===== src/rtl/ocbe_pkg.sv =====
// Constants shared by the overcurrent blanking and edge select block.
// Assumes an 8-bit register port with 16-bit addresses.
package ocbe_pkg;
  localparam int unsigned ADDR_W = 16;
  localparam int unsigned DATA_W = 8;
  localparam int unsigned NUM_LINES = 8;
  localparam int unsigned NUM_CHAN = 3;
  localparam int unsigned NUM_SENSE = 2;
  localparam int unsigned SEL_W = 4;
  localparam int unsigned MAG_W = 7;
  localparam int unsigned POL_BIT = 7;
  localparam int unsigned BLANK_W = 8;
  // Register map
  localparam logic [15:0] SENSE_A_SEL_ADDR = 16'hFE6B;
  localparam logic [15:0] SENSE_B_SEL_ADDR = 16'hFE6C;
  localparam logic [15:0] FORCE_EN_ADDR = 16'hFE6D;
  localparam logic [15:0] GAIN_TRIM_ADDR = 16'hFE6E;
  localparam logic [15:0] BLANK_LEN_ADDR = 16'hFE80;
  localparam logic [15:0] STATUS_ADDR = 16'hFE81;
  localparam logic [7:0] REG_RESET = 8'h00;
  localparam logic [7:0] BLANK_LEN_RESET = 8'h04;
  localparam logic [7:0] UNMAPPED_DATA = 8'h00;
  // Status fields
  localparam int unsigned ST_BLANK_A = 0;
  localparam int unsigned ST_BLANK_B = 1;
  localparam int unsigned ST_FORCE_LO = 2;
  localparam int unsigned ST_TRIP_A = 6;
  localparam int unsigned ST_TRIP_B = 7;
  // Line indices (line one is index 0)
  localparam int unsigned LINE_ONE = 0;
  localparam int unsigned LINE_TWO = 1;
  localparam int unsigned LINE_THREE = 2;
  localparam int unsigned LINE_FOUR = 3;
  localparam int unsigned LINE_FIVE = 4;
  localparam int unsigned LINE_SIX = 5;
  localparam int unsigned LINE_SEVEN = 6;
  localparam int unsigned LINE_EIGHT = 7;
  // Channel assignment codes of a drive line
  localparam logic [1:0] CHAN_A = 2'h0;
  localparam logic [1:0] CHAN_B = 2'h1;
  localparam logic [1:0] CHAN_C = 2'h2;
  localparam logic [1:0] CHAN_NONE = 2'h3;
endpackage


===== src/rtl/ocbe_sync.sv =====
// Two-flop synchroniser for a group of asynchronous levels.
// Assumes the levels are quasi-static per bit; no bus coherence.
module ocbe_sync
  import ocbe_pkg::*;
#(
  parameter int unsigned W = 1
) (
  // Clock and reset
  input wire logic i_core_clk,
  input wire logic i_nrst,
  // Levels
  input wire logic [W-1:0] i_async,
  output logic [W-1:0] o_sync
);
  typedef struct packed {
    logic [W-1:0] meta;
    logic [W-1:0] stable;
  } ocbe_sync_st_t;

  ocbe_sync_st_t st_q;
  ocbe_sync_st_t st_d;

  always_comb begin
    st_d.meta = i_async;
    st_d.stable = st_q.meta;
  end

  always_ff @(posedge i_core_clk or negedge i_nrst) begin
    if (!i_nrst) begin
      st_q <= '0;
    end else begin
      st_q <= st_d;
    end
  end

  assign o_sync = st_q.stable;
endmodule


===== src/rtl/ocbe_blanker.sv =====
// Leading-edge blanking of one secondary current-sense comparator.
// Assumes rising-edge strobes and trip level are in the core clock domain.
module ocbe_blanker
  import ocbe_pkg::*;
(
  // Clock and reset
  input wire logic i_core_clk,
  input wire logic i_nrst,
  // Configuration
  input wire logic [SEL_W-1:0] i_edge_sel,
  input wire logic [BLANK_W-1:0] i_blank_len,
  // Events
  input wire logic [SEL_W-1:0] i_rise,
  input wire logic i_trip,
  // Results
  output logic o_blank_active,
  output logic o_trip_qual
);
  typedef enum logic {BL_IDLE, BL_BLANK} ocbe_bl_state_t;

  typedef struct packed {
    ocbe_bl_state_t state;
    logic [BLANK_W-1:0] rem;
    logic active;
    logic trip;
  } ocbe_bl_st_t;

  ocbe_bl_st_t st_q;
  ocbe_bl_st_t st_d;
  logic start;
  logic mask;

  always_comb begin
    st_d = st_q;
    // Only selected edges start a window
    start = |(i_rise & i_edge_sel);
    mask = st_q.state == BL_BLANK;
    unique case (st_q.state)
      BL_IDLE: begin
      end
      BL_BLANK: begin
        st_d.rem = st_q.rem - 8'h01;
        if (st_q.rem == 8'h01) begin
          st_d.state = BL_IDLE;
        end
      end
    endcase
    // A new edge restarts the window, length counts the edge cycle
    if (start && i_blank_len != 8'h00) begin
      mask = 1'b1;
      st_d.rem = i_blank_len - 8'h01;
      st_d.state = (i_blank_len == 8'h01) ? BL_IDLE : BL_BLANK;
    end
    st_d.active = mask;
    st_d.trip = i_trip & ~mask;
  end

  always_ff @(posedge i_core_clk or negedge i_nrst) begin
    if (!i_nrst) begin
      st_q <= '{state: BL_IDLE, rem: '0, active: 1'b0, trip: 1'b0};
    end else begin
      st_q <= st_d;
    end
  end

  assign o_blank_active = st_q.active;
  assign o_trip_qual = st_q.trip;
endmodule


===== src/rtl/ocbe_top.sv =====
// Overcurrent blanking edge select, force-on response and gain trim.
// Assumes PWM lines and channel map come from core-clock logic;
// comparator and trip inputs are asynchronous and are synchronised here.
//
// Design decision made here: the address-and-strobe port.
module ocbe_top
  import ocbe_pkg::*;
(
  // Clock and reset
  input wire logic i_core_clk,
  input wire logic i_nrst,
  // Register port
  input wire logic [ADDR_W-1:0] i_addr,
  input wire logic [DATA_W-1:0] i_wdata,
  input wire logic i_wr,
  input wire logic i_rd,
  output logic [DATA_W-1:0] o_rdata,
  // Programmed drive lines
  input wire logic [NUM_LINES-1:0] i_pwm_line,
  // Channel of lines three, four, seven, eight
  input wire logic [1:0] i_line_three_chan,
  input wire logic [1:0] i_line_four_chan,
  input wire logic [1:0] i_line_seven_chan,
  input wire logic [1:0] i_line_eight_chan,
  // Comparators
  input wire logic i_secondary_sense_first_cmp,
  input wire logic i_secondary_sense_second_cmp,
  input wire logic [NUM_CHAN-1:0] i_overcurrent_trip,
  // Results
  output logic [NUM_LINES-1:0] o_pwm_line,
  output logic o_secondary_sense_first_trip,
  output logic o_secondary_sense_second_trip,
  output logic o_secondary_sense_first_blank,
  output logic o_secondary_sense_second_blank,
  output logic o_gain_trim_negative,
  output logic [MAG_W-1:0] o_gain_trim_magnitude
);
  typedef struct packed {
    logic [DATA_W-1:0] sel_a;
    logic [DATA_W-1:0] sel_b;
    logic [DATA_W-1:0] force_en;
    logic [DATA_W-1:0] trim;
    logic [BLANK_W-1:0] blank_len;
    logic [DATA_W-1:0] rdata;
    logic [NUM_LINES-1:0] pwm_prev;
    logic [NUM_LINES-1:0] pwm_out;
    logic [NUM_CHAN-1:0] trip_prev;
    logic [SEL_W-1:0] forced;
  } ocbe_top_st_t;

  ocbe_top_st_t st_q;
  ocbe_top_st_t st_d;

  // Synchronised comparator levels
  logic [NUM_CHAN+1:0] cmp_sync;
  logic [NUM_CHAN-1:0] chan_trip;
  logic sense_first;
  logic sense_second;

  // Blanker inputs and results
  logic [NUM_SENSE-1:0] blank_active;
  logic [NUM_SENSE-1:0] trip_qual;
  logic [SEL_W-1:0] sense_rise;
  logic [SEL_W-1:0] sense_sel [NUM_SENSE];
  logic [NUM_SENSE-1:0] sense_cmp;

  // Force-on helpers
  logic [NUM_LINES-1:0] pwm_rise;
  logic [NUM_LINES-1:0] pwm_fall;
  logic [NUM_CHAN-1:0] chan_event;
  logic [SEL_W-1:0] force_line_fall;
  logic [SEL_W-1:0] force_trip;
  logic [1:0] force_chan [SEL_W];
  logic [DATA_W-1:0] status;

  // Trip of the channel a line belongs to; unassigned lines see none
  function automatic logic chan_pick(input logic [1:0] chan, input logic [NUM_CHAN-1:0] ev);
    logic hit;
    hit = 1'b0;
    unique case (chan)
      CHAN_A: hit = ev[0];
      CHAN_B: hit = ev[1];
      CHAN_C: hit = ev[2];
      CHAN_NONE: hit = 1'b0;
    endcase
    return hit;
  endfunction

  // Address match, used by write and read decode
  function automatic logic hit(input logic [ADDR_W-1:0] a, input logic [ADDR_W-1:0] reg_addr);
    return a == reg_addr;
  endfunction

  // Comparators are analogue, so both flops come first
  ocbe_sync #(
    .W(NUM_CHAN + 2)
  ) u_sync (
    .i_core_clk(i_core_clk),
    .i_nrst(i_nrst),
    .i_async({i_overcurrent_trip, i_secondary_sense_second_cmp, i_secondary_sense_first_cmp}),
    .o_sync(cmp_sync)
  );

  assign sense_first = cmp_sync[0];
  assign sense_second = cmp_sync[1];
  assign chan_trip = cmp_sync[NUM_CHAN+1:2];
  assign sense_cmp = {sense_second, sense_first};

  // Line edges against the previous cycle
  assign pwm_rise = i_pwm_line & ~st_q.pwm_prev;
  assign pwm_fall = ~i_pwm_line & st_q.pwm_prev;

  // Edge bits 0..3 are lines one, two, five, six
  assign sense_rise = {pwm_rise[LINE_SIX], pwm_rise[LINE_FIVE], pwm_rise[LINE_TWO], pwm_rise[LINE_ONE]};
  assign sense_sel[0] = st_q.sel_a[SEL_W-1:0];
  assign sense_sel[1] = st_q.sel_b[SEL_W-1:0];

  // One independent blanker per secondary comparator
  generate
    for (genvar s = 0; s < NUM_SENSE; s++) begin : g_blank
      ocbe_blanker u_blank (
        .i_core_clk(i_core_clk),
        .i_nrst(i_nrst),
        .i_edge_sel(sense_sel[s]),
        .i_blank_len(st_q.blank_len),
        .i_rise(sense_rise),
        .i_trip(sense_cmp[s]),
        .o_blank_active(blank_active[s]),
        .o_trip_qual(trip_qual[s])
      );
    end
  endgenerate

  // Force bits 0..3 are lines three, four, seven, eight
  assign force_chan[0] = i_line_three_chan;
  assign force_chan[1] = i_line_four_chan;
  assign force_chan[2] = i_line_seven_chan;
  assign force_chan[3] = i_line_eight_chan;
  assign force_line_fall = {pwm_fall[LINE_EIGHT], pwm_fall[LINE_SEVEN], pwm_fall[LINE_FOUR], pwm_fall[LINE_THREE]};

  // Rising trip only, so a held trip cannot re-force after the fall
  assign chan_event = chan_trip & ~st_q.trip_prev;

  generate
    for (genvar f = 0; f < SEL_W; f++) begin : g_force
      assign force_trip[f] = st_q.force_en[f] & chan_pick(force_chan[f], chan_event);
    end
  endgenerate

  // Status view of the block's own state
  always_comb begin
    status = '0;
    status[ST_BLANK_A] = blank_active[0];
    status[ST_BLANK_B] = blank_active[1];
    status[ST_FORCE_LO +: SEL_W] = st_q.forced;
    status[ST_TRIP_A] = trip_qual[0];
    status[ST_TRIP_B] = trip_qual[1];
  end

  always_comb begin
    st_d = st_q;
    st_d.pwm_prev = i_pwm_line;
    st_d.trip_prev = chan_trip;

    // Register writes; reserved high bits are kept as written
    if (i_wr) begin
      if (hit(i_addr, SENSE_A_SEL_ADDR)) begin
        st_d.sel_a = i_wdata;
      end
      if (hit(i_addr, SENSE_B_SEL_ADDR)) begin
        st_d.sel_b = i_wdata;
      end
      if (hit(i_addr, FORCE_EN_ADDR)) begin
        st_d.force_en = i_wdata;
      end
      if (hit(i_addr, GAIN_TRIM_ADDR)) begin
        st_d.trim = i_wdata;
      end
      if (hit(i_addr, BLANK_LEN_ADDR)) begin
        st_d.blank_len = i_wdata;
      end
    end

    // Read data valid in the following cycle only
    st_d.rdata = '0;
    if (i_rd) begin
      if (hit(i_addr, SENSE_A_SEL_ADDR)) begin
        st_d.rdata = st_q.sel_a;
      end else if (hit(i_addr, SENSE_B_SEL_ADDR)) begin
        st_d.rdata = st_q.sel_b;
      end else if (hit(i_addr, FORCE_EN_ADDR)) begin
        st_d.rdata = st_q.force_en;
      end else if (hit(i_addr, GAIN_TRIM_ADDR)) begin
        st_d.rdata = st_q.trim;
      end else if (hit(i_addr, BLANK_LEN_ADDR)) begin
        st_d.rdata = st_q.blank_len;
      end else if (hit(i_addr, STATUS_ADDR)) begin
        st_d.rdata = status;
      end else begin
        st_d.rdata = UNMAPPED_DATA;
      end
    end

    // Force holds until the programmed fall, which wins a tie
    for (int f = 0; f < SEL_W; f++) begin
      st_d.forced[f] = (st_q.forced[f] | force_trip[f]) & ~force_line_fall[f];
    end

    // Drive lines: programmed value, forced ones ORed in
    st_d.pwm_out = i_pwm_line;
    st_d.pwm_out[LINE_THREE] = i_pwm_line[LINE_THREE] | st_d.forced[0];
    st_d.pwm_out[LINE_FOUR] = i_pwm_line[LINE_FOUR] | st_d.forced[1];
    st_d.pwm_out[LINE_SEVEN] = i_pwm_line[LINE_SEVEN] | st_d.forced[2];
    st_d.pwm_out[LINE_EIGHT] = i_pwm_line[LINE_EIGHT] | st_d.forced[3];
  end

  always_ff @(posedge i_core_clk or negedge i_nrst) begin
    if (!i_nrst) begin
      st_q <= '{
        sel_a: REG_RESET,
        sel_b: REG_RESET,
        force_en: REG_RESET,
        trim: REG_RESET,
        blank_len: BLANK_LEN_RESET,
        rdata: '0,
        pwm_prev: '0,
        pwm_out: '0,
        trip_prev: '0,
        forced: '0
      };
    end else begin
      st_q <= st_d;
    end
  end

  // Outputs, all from flops
  assign o_rdata = st_q.rdata;
  assign o_pwm_line = st_q.pwm_out;
  assign o_secondary_sense_first_trip = trip_qual[0];
  assign o_secondary_sense_second_trip = trip_qual[1];
  assign o_secondary_sense_first_blank = blank_active[0];
  assign o_secondary_sense_second_blank = blank_active[1];
  assign o_gain_trim_negative = st_q.trim[POL_BIT];
  assign o_gain_trim_magnitude = st_q.trim[MAG_W-1:0];
endmodule


===== config.mk =====
export PLATFORM = sky130hd
export DESIGN_NAME = ocbe_top
export DESIGN_NICKNAME = d
export VERILOG_FILES = /design/src/rtl/ocbe_pkg.sv /design/src/rtl/ocbe_sync.sv /design/src/rtl/ocbe_blanker.sv /design/src/rtl/ocbe_top.sv
export SDC_FILE = /design/constraint.sdc
export NUM_CORES = 1
export LEC_CHECK = 0
export ABC_AREA = 1
export ABC_CLOCK_PERIOD_IN_PS = 2500
export BUFFER_PORTS_ARGS = -buffer_cell sky130_fd_sc_hd__clkbuf_2
export CORE_MARGIN = 1.5
export CORE_UTILIZATION = 61
export CTS_CLUSTER_DIAMETER = 150
export DETAILED_ROUTE_END_ITERATION = 16
export PLACE_DENSITY = 0.84
export SLEW_MARGIN = 20
export SYNTH_ARGS = -nofsm -noshare
export SYNTH_HDL_FRONTEND = slang
export SYNTH_SLANG_ARGS = --single-unit

===== constraint.sdc =====
create_clock -name i_core_clk -period 2.5 [get_ports i_core_clk]
set_input_delay 0.375 -clock i_core_clk [delete_from_list [all_inputs] [get_ports i_core_clk]]
set_output_delay 0.375 -clock i_core_clk [all_outputs]
set_load 0.01 [all_outputs]

==> results of run 1 <==
## area by class of cell
type,instances,area [µm²]
tap,105,131
clock inverter,6,67.6
sequential,99,2480
timing repair buffer,81,433
inverter,82,308
multi-input combinational,377,2020
fill,629,2550
clock buffer,10,138
## critical path, stage by stage, from the launching register on
cell,delay [ps]
dfrtp_1,450
nor2_1,150
nand3_1,90
nand3b_1,190
nand2_1,310
inv_2,160
nor2_1,270
nand2_1,110
o21ai_1,120
## power by group through the flow
stage / registers, mW / logic (mW) / clock network [mW]
floorplan: 1.66 / 0.0641 / 0
global placement: 1.66 / 0.162 / 0
detailed placement: 1.66 / 0.167 / 0
CTS: 1.63 / 0.168 / 1.06
global route: 1.63 / 0.187 / 1.14
finish: 1.63 / 0.166 / 1.05
## metal layers
layer,vias up,wire (µm)
li1,2019,-
met1,1988,4840
met2,193,5530
met3,29,816
met4,0,335
met5,-,0
## layout by cell type, fill, tap and decap left out, types with 10 or more instances in the layout
master,Yosys,final
dfrtp_1,98,98
o21ai_1,18,18
nor2_1,29,29
nand2_1,148,148
o21ai_0,13,13
clkbuf_8,0,10
clkbuf_2,0,75
nand3_1,60,60
inv_1,77,77
a21oi_1,12,12
o21ai_2,30,30
## synthesized netlist by cell type
cell type,n
o31ai_1,5
dfrtp_1,98
inv_1,77
o21ai_2,30
o2111ai_1,7
nor2_4,3
buf_4,26
nand2_2,1
xnor2_1,2
nand3_1,60
nand3_2,4
a31o_2,3
nand2_1,148
a22oi_1,1
o21ai_1,18
nor3b_1,1
o21ai_0,13
o221ai_1,2
nand4_1,6
buf_2,5
o211ai_1,7
inv_2,5
nor4_2,2
nor2_2,5
nand3b_1,1
a21oi_1,12
dfstp_2,1
xor2_1,7
nor2_1,29
nand2_4,1
buf_6,4
nor3_1,1
ha_1,7
or2_2,1
## cells by family (layout without fill, tap and decap cells)
kind of cell / after synthesis / in the layout / share of synthesized area
xor+xnor: 9 / 9 / 0.0155
flops: 99 / 99 / 0.488
compound gates: 98 / 98 / 0.134
fa+ha+maj: 7 / 7 / 0.0173
buf+inv: 117 / 179 / 0.113
simple gates: 263 / 263 / 0.232
## flip-flops by register name, indices dropped and copies added, names as in the netlist
register and flops:
o_pwm_line 8, u_sync.st_d 5, o_gain_trim_magnitude 7, u_sync.o_sync 5, sense_sel 8, g_blank.u_blank.st_q 18
g_blank.u_blank.o_blank_active 2, o_rdata 8, g_blank.u_blank.o_trip_qual 2, o_gain_trim_negative 1, st_q 35
## worst paths after layout
path | start | endpoint | slack (ps) | cells past startpoint
worst max-delay path | st_q[38]$_DFFE_PN0P_ | g_blank[0].u_blank.st_q[10]$_DFF_PN0_ | 560 | 8
worst max register to register | st_q[38]$_DFFE_PN0P_ | g_blank[0].u_blank.st_q[10]$_DFF_PN0_ | 560 | 8
max in group asynchronous | i_nrst | g_blank[1].u_blank.o_blank_active$_DFF_PN0_ | 1740 | 2
worst min-delay path | i_nrst | o_pwm_line[4]$_DFF_PN0_ | 1 | 1
min in group i_core_clk | i_overcurrent_trip[0] | u_sync.st_d[2]$_DFF_PN0_ | 100 | 1
worst min register to register | u_sync.st_d[3]$_DFF_PN0_ | u_sync.o_sync[3]$_DFF_PN0_ | 360 | 0
## stage by stage
| stage | cells | cell area (µm²) | setup WS [ps] |
|---|---|---|---|
| after floorplan | 593 | 5070 | 1050 |
| after global placement | 744 | 5370 | 726 |
| after detailed placement | 744 | 5370 | 619 |
| after CTS | 760 | 5580 | 597 |
| after global routing | 760 | 5580 | 401 |
| final | 760 | 5580 | 564 |
==> flow_summary.json, run 1 <==
{
  "cts_resized": 0,
  "setup_tns_ps": 0,
  "use_met2": 0.450,
  "antenna_cells_inserted": 0,
  "place.gp.congestion": 0.968,
  "path_class": "register to register",
  "die_x_um": 94.2,
  "cap_viol_max_count": 0,
  "p_int_mw": 2.10,
  "crit_path_start_kind": "register",
  "drt_iter0_drc": 251,
  "synth_seq_area_share": 0.488,
  "fin_util": 0.686,
  "dr_total_vias": 4229,
  "drt-pass1-iter-count": 7,
  "antenna_found_initial": 0,
  "ys_warn_count": 0,
  "slew_headroom": 0.571,
  "hpwl_um": 8540,
  "skew_ps": 14.9,
  "fin_crit_sh": 0.774,
  "swShare": 0.263,
  "pwr-share-seq": 0.574,
  "clkLatencyLatePin_ps": 380,
  "nNetsFinal": 706,
  "die_area_um2": 8880,
  "end_kind": "register",
  "syn_avg_cell_area_um2": 8.56,
  "grt.busiest_layer": "met2",
  "grt_pass1_vias": 4092,
  "num_rows": 33,
  "synth_fp_nets": 649,
  "total_power_mw": 2.84,
  "io_buffer_count": 76,
  "ctsRootBufferMaster": "clkbuf_8",
  "postCtsSetupRepairBufs": 0,
  "via_per_inst": 5.56,
  "area_delta_synth_final_pct": 9.94,
  "cts_sinks": 99,
  "synthTopCellsByArea": "dfrtp_1, nand2_1, nand3_1, inv_1, o21ai_2",
  "synth_seq_cells": 99,
  "ir_worst_vdd_mv": 0.319,
  "routed_wl_um": 11500,
  "min_period_ps": 1940,
  "synthCells": 593,
  "grt_util_met1": 0.364,
  "cts_buffers": 9,
  "wl_per_cell_um": 15.2,
  "gr-usage-all-layers": 0.281,
  "worstPathArrival_ps": 2230,
  "netlist_area_um2": 5070,
  "rsz0062_at_grt": "no",
  "setup_viol": 0,
  "grt_max_degree": 51,
  "hold_violations": 0,
  "combPwrFrac": 0.058,
  "worstHoldPathType": "input port to asynchronous set/reset pin",
  "yosysUniqueCellTypes": 34,
  "clockBufferDepth": 2,
  "drive_gt1_frac": 0.234,
  "switchingPower_mw": 0.747,
  "cts_tree": "built",
  "io_pins": 77,
  "die_h_um": 94.2,
  "core_area_um2": 8130,
  "pwr-share-clk": 0.368,
  "crit_fanout": 11,
  "grt_first_pass_wirelength_um": 19000,
  "fmax_mhz": 517,
  "slew_violations": 0,
  "cts_hold_buf": 0,
  "status": "completed",
  "worstMarginPinSlew_ps": 644,
  "synth.largest_area_cell": "dfrtp_1",
  "htreeDepth": 3,
  "required_ps": 2790,
  "clk_pin_slew_ps": 110,
  "floorplan.initialDensity": 0.624,
  "synth_top_area_share": 0.483,
  "grt_overflow": 0,
  "antenna_left": 0,
  "route.detailed.drc": 0,
  "holdWs_ps": 1.22,
  "p_leak_nw": 2.94,
  "use_met3": 0.0680,
  "p_per_area_nw_per_um2": 510
}
No activity file was read; power rests on OpenSTA's default activity.
==> inputs of run 2 (changes only) <==
--- a/config.mk
+++ b/config.mk
@@ -6,13 +6,13 @@
 export NUM_CORES = 1
 export LEC_CHECK = 0
 export ABC_AREA = 1
-export ABC_CLOCK_PERIOD_IN_PS = 2500
+export ABC_CLOCK_PERIOD_IN_PS = 1700
 export BUFFER_PORTS_ARGS = -buffer_cell sky130_fd_sc_hd__clkbuf_2
 export CORE_MARGIN = 1.5
-export CORE_UTILIZATION = 61
+export CORE_UTILIZATION = 52
 export CTS_CLUSTER_DIAMETER = 150
 export DETAILED_ROUTE_END_ITERATION = 16
-export PLACE_DENSITY = 0.84
+export PLACE_DENSITY = 0.76
 export SLEW_MARGIN = 20
 export SYNTH_ARGS = -nofsm -noshare
 export SYNTH_HDL_FRONTEND = slang
==> constraint.sdc (replaced) <==
create_clock -name i_core_clk -period 1.7 [get_ports i_core_clk]
set_input_delay 0.255 -clock i_core_clk [delete_from_list [all_inputs] [get_ports i_core_clk]]
set_output_delay 0.255 -clock i_core_clk [all_outputs]
set_load 0.01 [all_outputs]
==> run 2 against run 1 <==
Effect of this change:
- global-route usage decreased by 4.1 points
- die area rose by 17%
- non-clock buffer count rose by 22
- via count fell by 0.35%
- highest routed layer unchanged
- flip-flop and latch count did not move
- wire length is 0.73% higher
==> flow_summary.json, run 2 (synthesis results as in run 1) <==
{
  "worstHoldPathType": "input port to register",
  "die_x_um": 102,
  "placed_area_um2": 5490,
  "wl_met2_um": 5630,
  "final_common_cell": "nand2_1",
  "clkLatencyLatePin_ps": 370,
  "antenna_left": 0,
  "p_int_mw": 3.10,
  "hold_depth": 1,
  "path_class": "register to register",
  "status": "completed",
  "setup_viol": 0,
  "cts_buffers": 9,
  "ctsRootBufferMaster": "clkbuf_8",
  "drt-pass1-iter-count": 5,
  "num-fill-cells": 849,
  "setup_ws_ps": 151,
  "drt-met1-wl_um": 5210,
  "slew_violations": 0,
  "io_pins": 77,
  "swShare": 0.264,
  "startpoint": "st_q[32]$_DFFE_PN0P_",
  "skew_ps": 12.4,
  "rr_worst_depth": 8,
  "pre_cts_ws_ps": -1.10,
  "grt_max_degree": 46,
  "pwr-share-seq": 0.569,
  "met3_length_um": 624,
  "p_per_area_nw_per_um2": 724,
  "pwr-share-clk": 0.368,
  "ir_worst_vdd_mv": 0.460,
  "routed_wl_um": 11600,
  "antenna_found_initial": 0,
  "place.gp.congestion": 0.903,
  "clockBufferDepth": 2,
  "gr-usage-all-layers": 0.241,
  "io_buffer_count": 76,
  "reg_top3": "st_q (35), g_blank.u_blank.st_q (18)",
  "grt_pass1_vias": 4093,
  "dr_total_vias": 4214,
  "crit_path_start_kind": "register",
  "drt_iter0_drc": 245,
  "regMostFlops": "st_q",
  "worstPathArrival_ps": 1860,
  "largest_register_ffs": 35,
  "clk_pin_slew_ps": 100,
  "switchingPower_mw": 1.11,
  "highest_layer": "met4",
  "slew_headroom": 0.713,
  "via_per_inst": 5.23,
  "min_period_ps": 1550,
  "grt_overflow": 0,
  "antenna_cells_inserted": 0,
  "end_kind": "register",
  "total_power_mw": 4.22,
  "grt_first_pass_wirelength_um": 19200,
  "num_rows": 35,
  "hold_violations": 0,
  "fmax_mhz": 645,
  "drive_gt1_frac": 0.245,
  "fin_crit_sh": 0.911,
  "die_area_um2": 10400,
  "cts_sinks": 99,
  "die_h_um": 102,
  "p_leak_nw": 3.06,
  "combPwrFrac": 0.063,
  "area_delta_synth_final_pct": 14.7,
  "post-route-cell-area_um2": 5820,
  "route.detailed.drc": 0,
  "cts_tree": "built",
  "worstMarginPinSlew_ps": 430,
  "wl_per_cell_um": 14.4,
  "floorplan.initialDensity": 0.542,
  "crit_fanout": 10,
  "hp-start": "i_pwm_line[4]",
  "final_cell_mix": "nand2_1, dfrtp_1, inv_1",
  "cap_viol_max_count": 0,
  "core_area_um2": 9370,
  "nNetsFinal": 728,
  "required_ps": 2010,
  "reg2reg_slack_ps": 150,
  "reg2reg_from": "st_q[32]$_DFFE_PN0P_",
  "htreeDepth": 3,
  "hpwl_um": 8720,
  "setup_tns_ps": 0
}
run 2: cell types whose count changed in the layout (fill, tap and decap cells not counted):
cell / previous run / this run
inv_6: 0 / 1
buf_4: 5 / 16
dlygate4sd3_1: 0 / 11
nor2_1: 29 / 28
nor2_4: 3 / 5
clkinv_4: 2 / 0
nand2_1: 148 / 147
clkinvlp_4: 0 / 1
nand2_4: 1 / 2
nor2_2: 5 / 4
run 2: power by group through the flow:
stage / logic (mW) / registers [mW] / clock network [mW]
after detailed placement: 0.249 / 2.45 / 0
after floorplan: 0.0942 / 2.44 / 0
final: 0.266 / 2.40 / 1.55
after CTS: 0.266 / 2.40 / 1.58
after global placement: 0.243 / 2.45 / 0
after global routing: 0.300 / 2.40 / 1.67
run 2: critical path: stages, from the launching register on:
cell and delay [ps]:
dfrtp_1 430, inv_1 120, ha_1 160, nand3b_1 160, nand2_4 160, inv_1 150
nor2_4 150, nand3_1 90, nand3_1 70
run 2: stage by stage:
step	cells	util	hold slack [ps]
final	806	0.621	20.6
after global routing	806	0.621	3.39
after CTS	804	0.617	7.09
after detailed placement	779	0.585	220
after global placement	779	0.585	208
after floorplan	593	-	-40.6
run 2: layer usage:
| layer | up-vias | global-route usage |
|---|---|---|
| met5 | - | 0 |
| met4 | 0 | 0.0769 |
| met3 | 14 | 0.0476 |
| met2 | 143 | 0.398 |
| met1 | 1982 | 0.320 |
| li1 | 2075 | - |
run 2: path summary, 6_finish.rpt:
kind | end
min | o_pwm_line[4]$_DFF_PN0_
max reg2reg | g_blank[1].u_blank.st_q[7]$_DFFE_PN0P_
max | g_blank[1].u_blank.st_q[7]$_DFFE_PN0P_
min reg2reg | u_sync.o_sync[3]$_DFF_PN0_
max in group asynchronous | st_q[59]$_DFFE_PN0P_
min in group asynchronous | o_rdata[2]$_DFF_PN0_
run 2: layout make-up:
class	count	area [µm²]	area share
Multi-Input combinational cell	377	2040	0.351
Sequential cell	99	2480	0.426
Tap cell	129	161	0.0277
Clock inverter	6	66.3	0.0114
Clock buffer	10	138	0.0236
Timing Repair Buffer	103	626	0.107
Inverter	82	308	0.0529
run 2: repair_timing:
action                                 CTS  global route
setup endpoints to repair                3             5
gates resized for setup                  1             4
setup buffers                            0             0
endpoints found under the hold margin   35             2
pin swaps                                0             0
hold buffers                             9             2
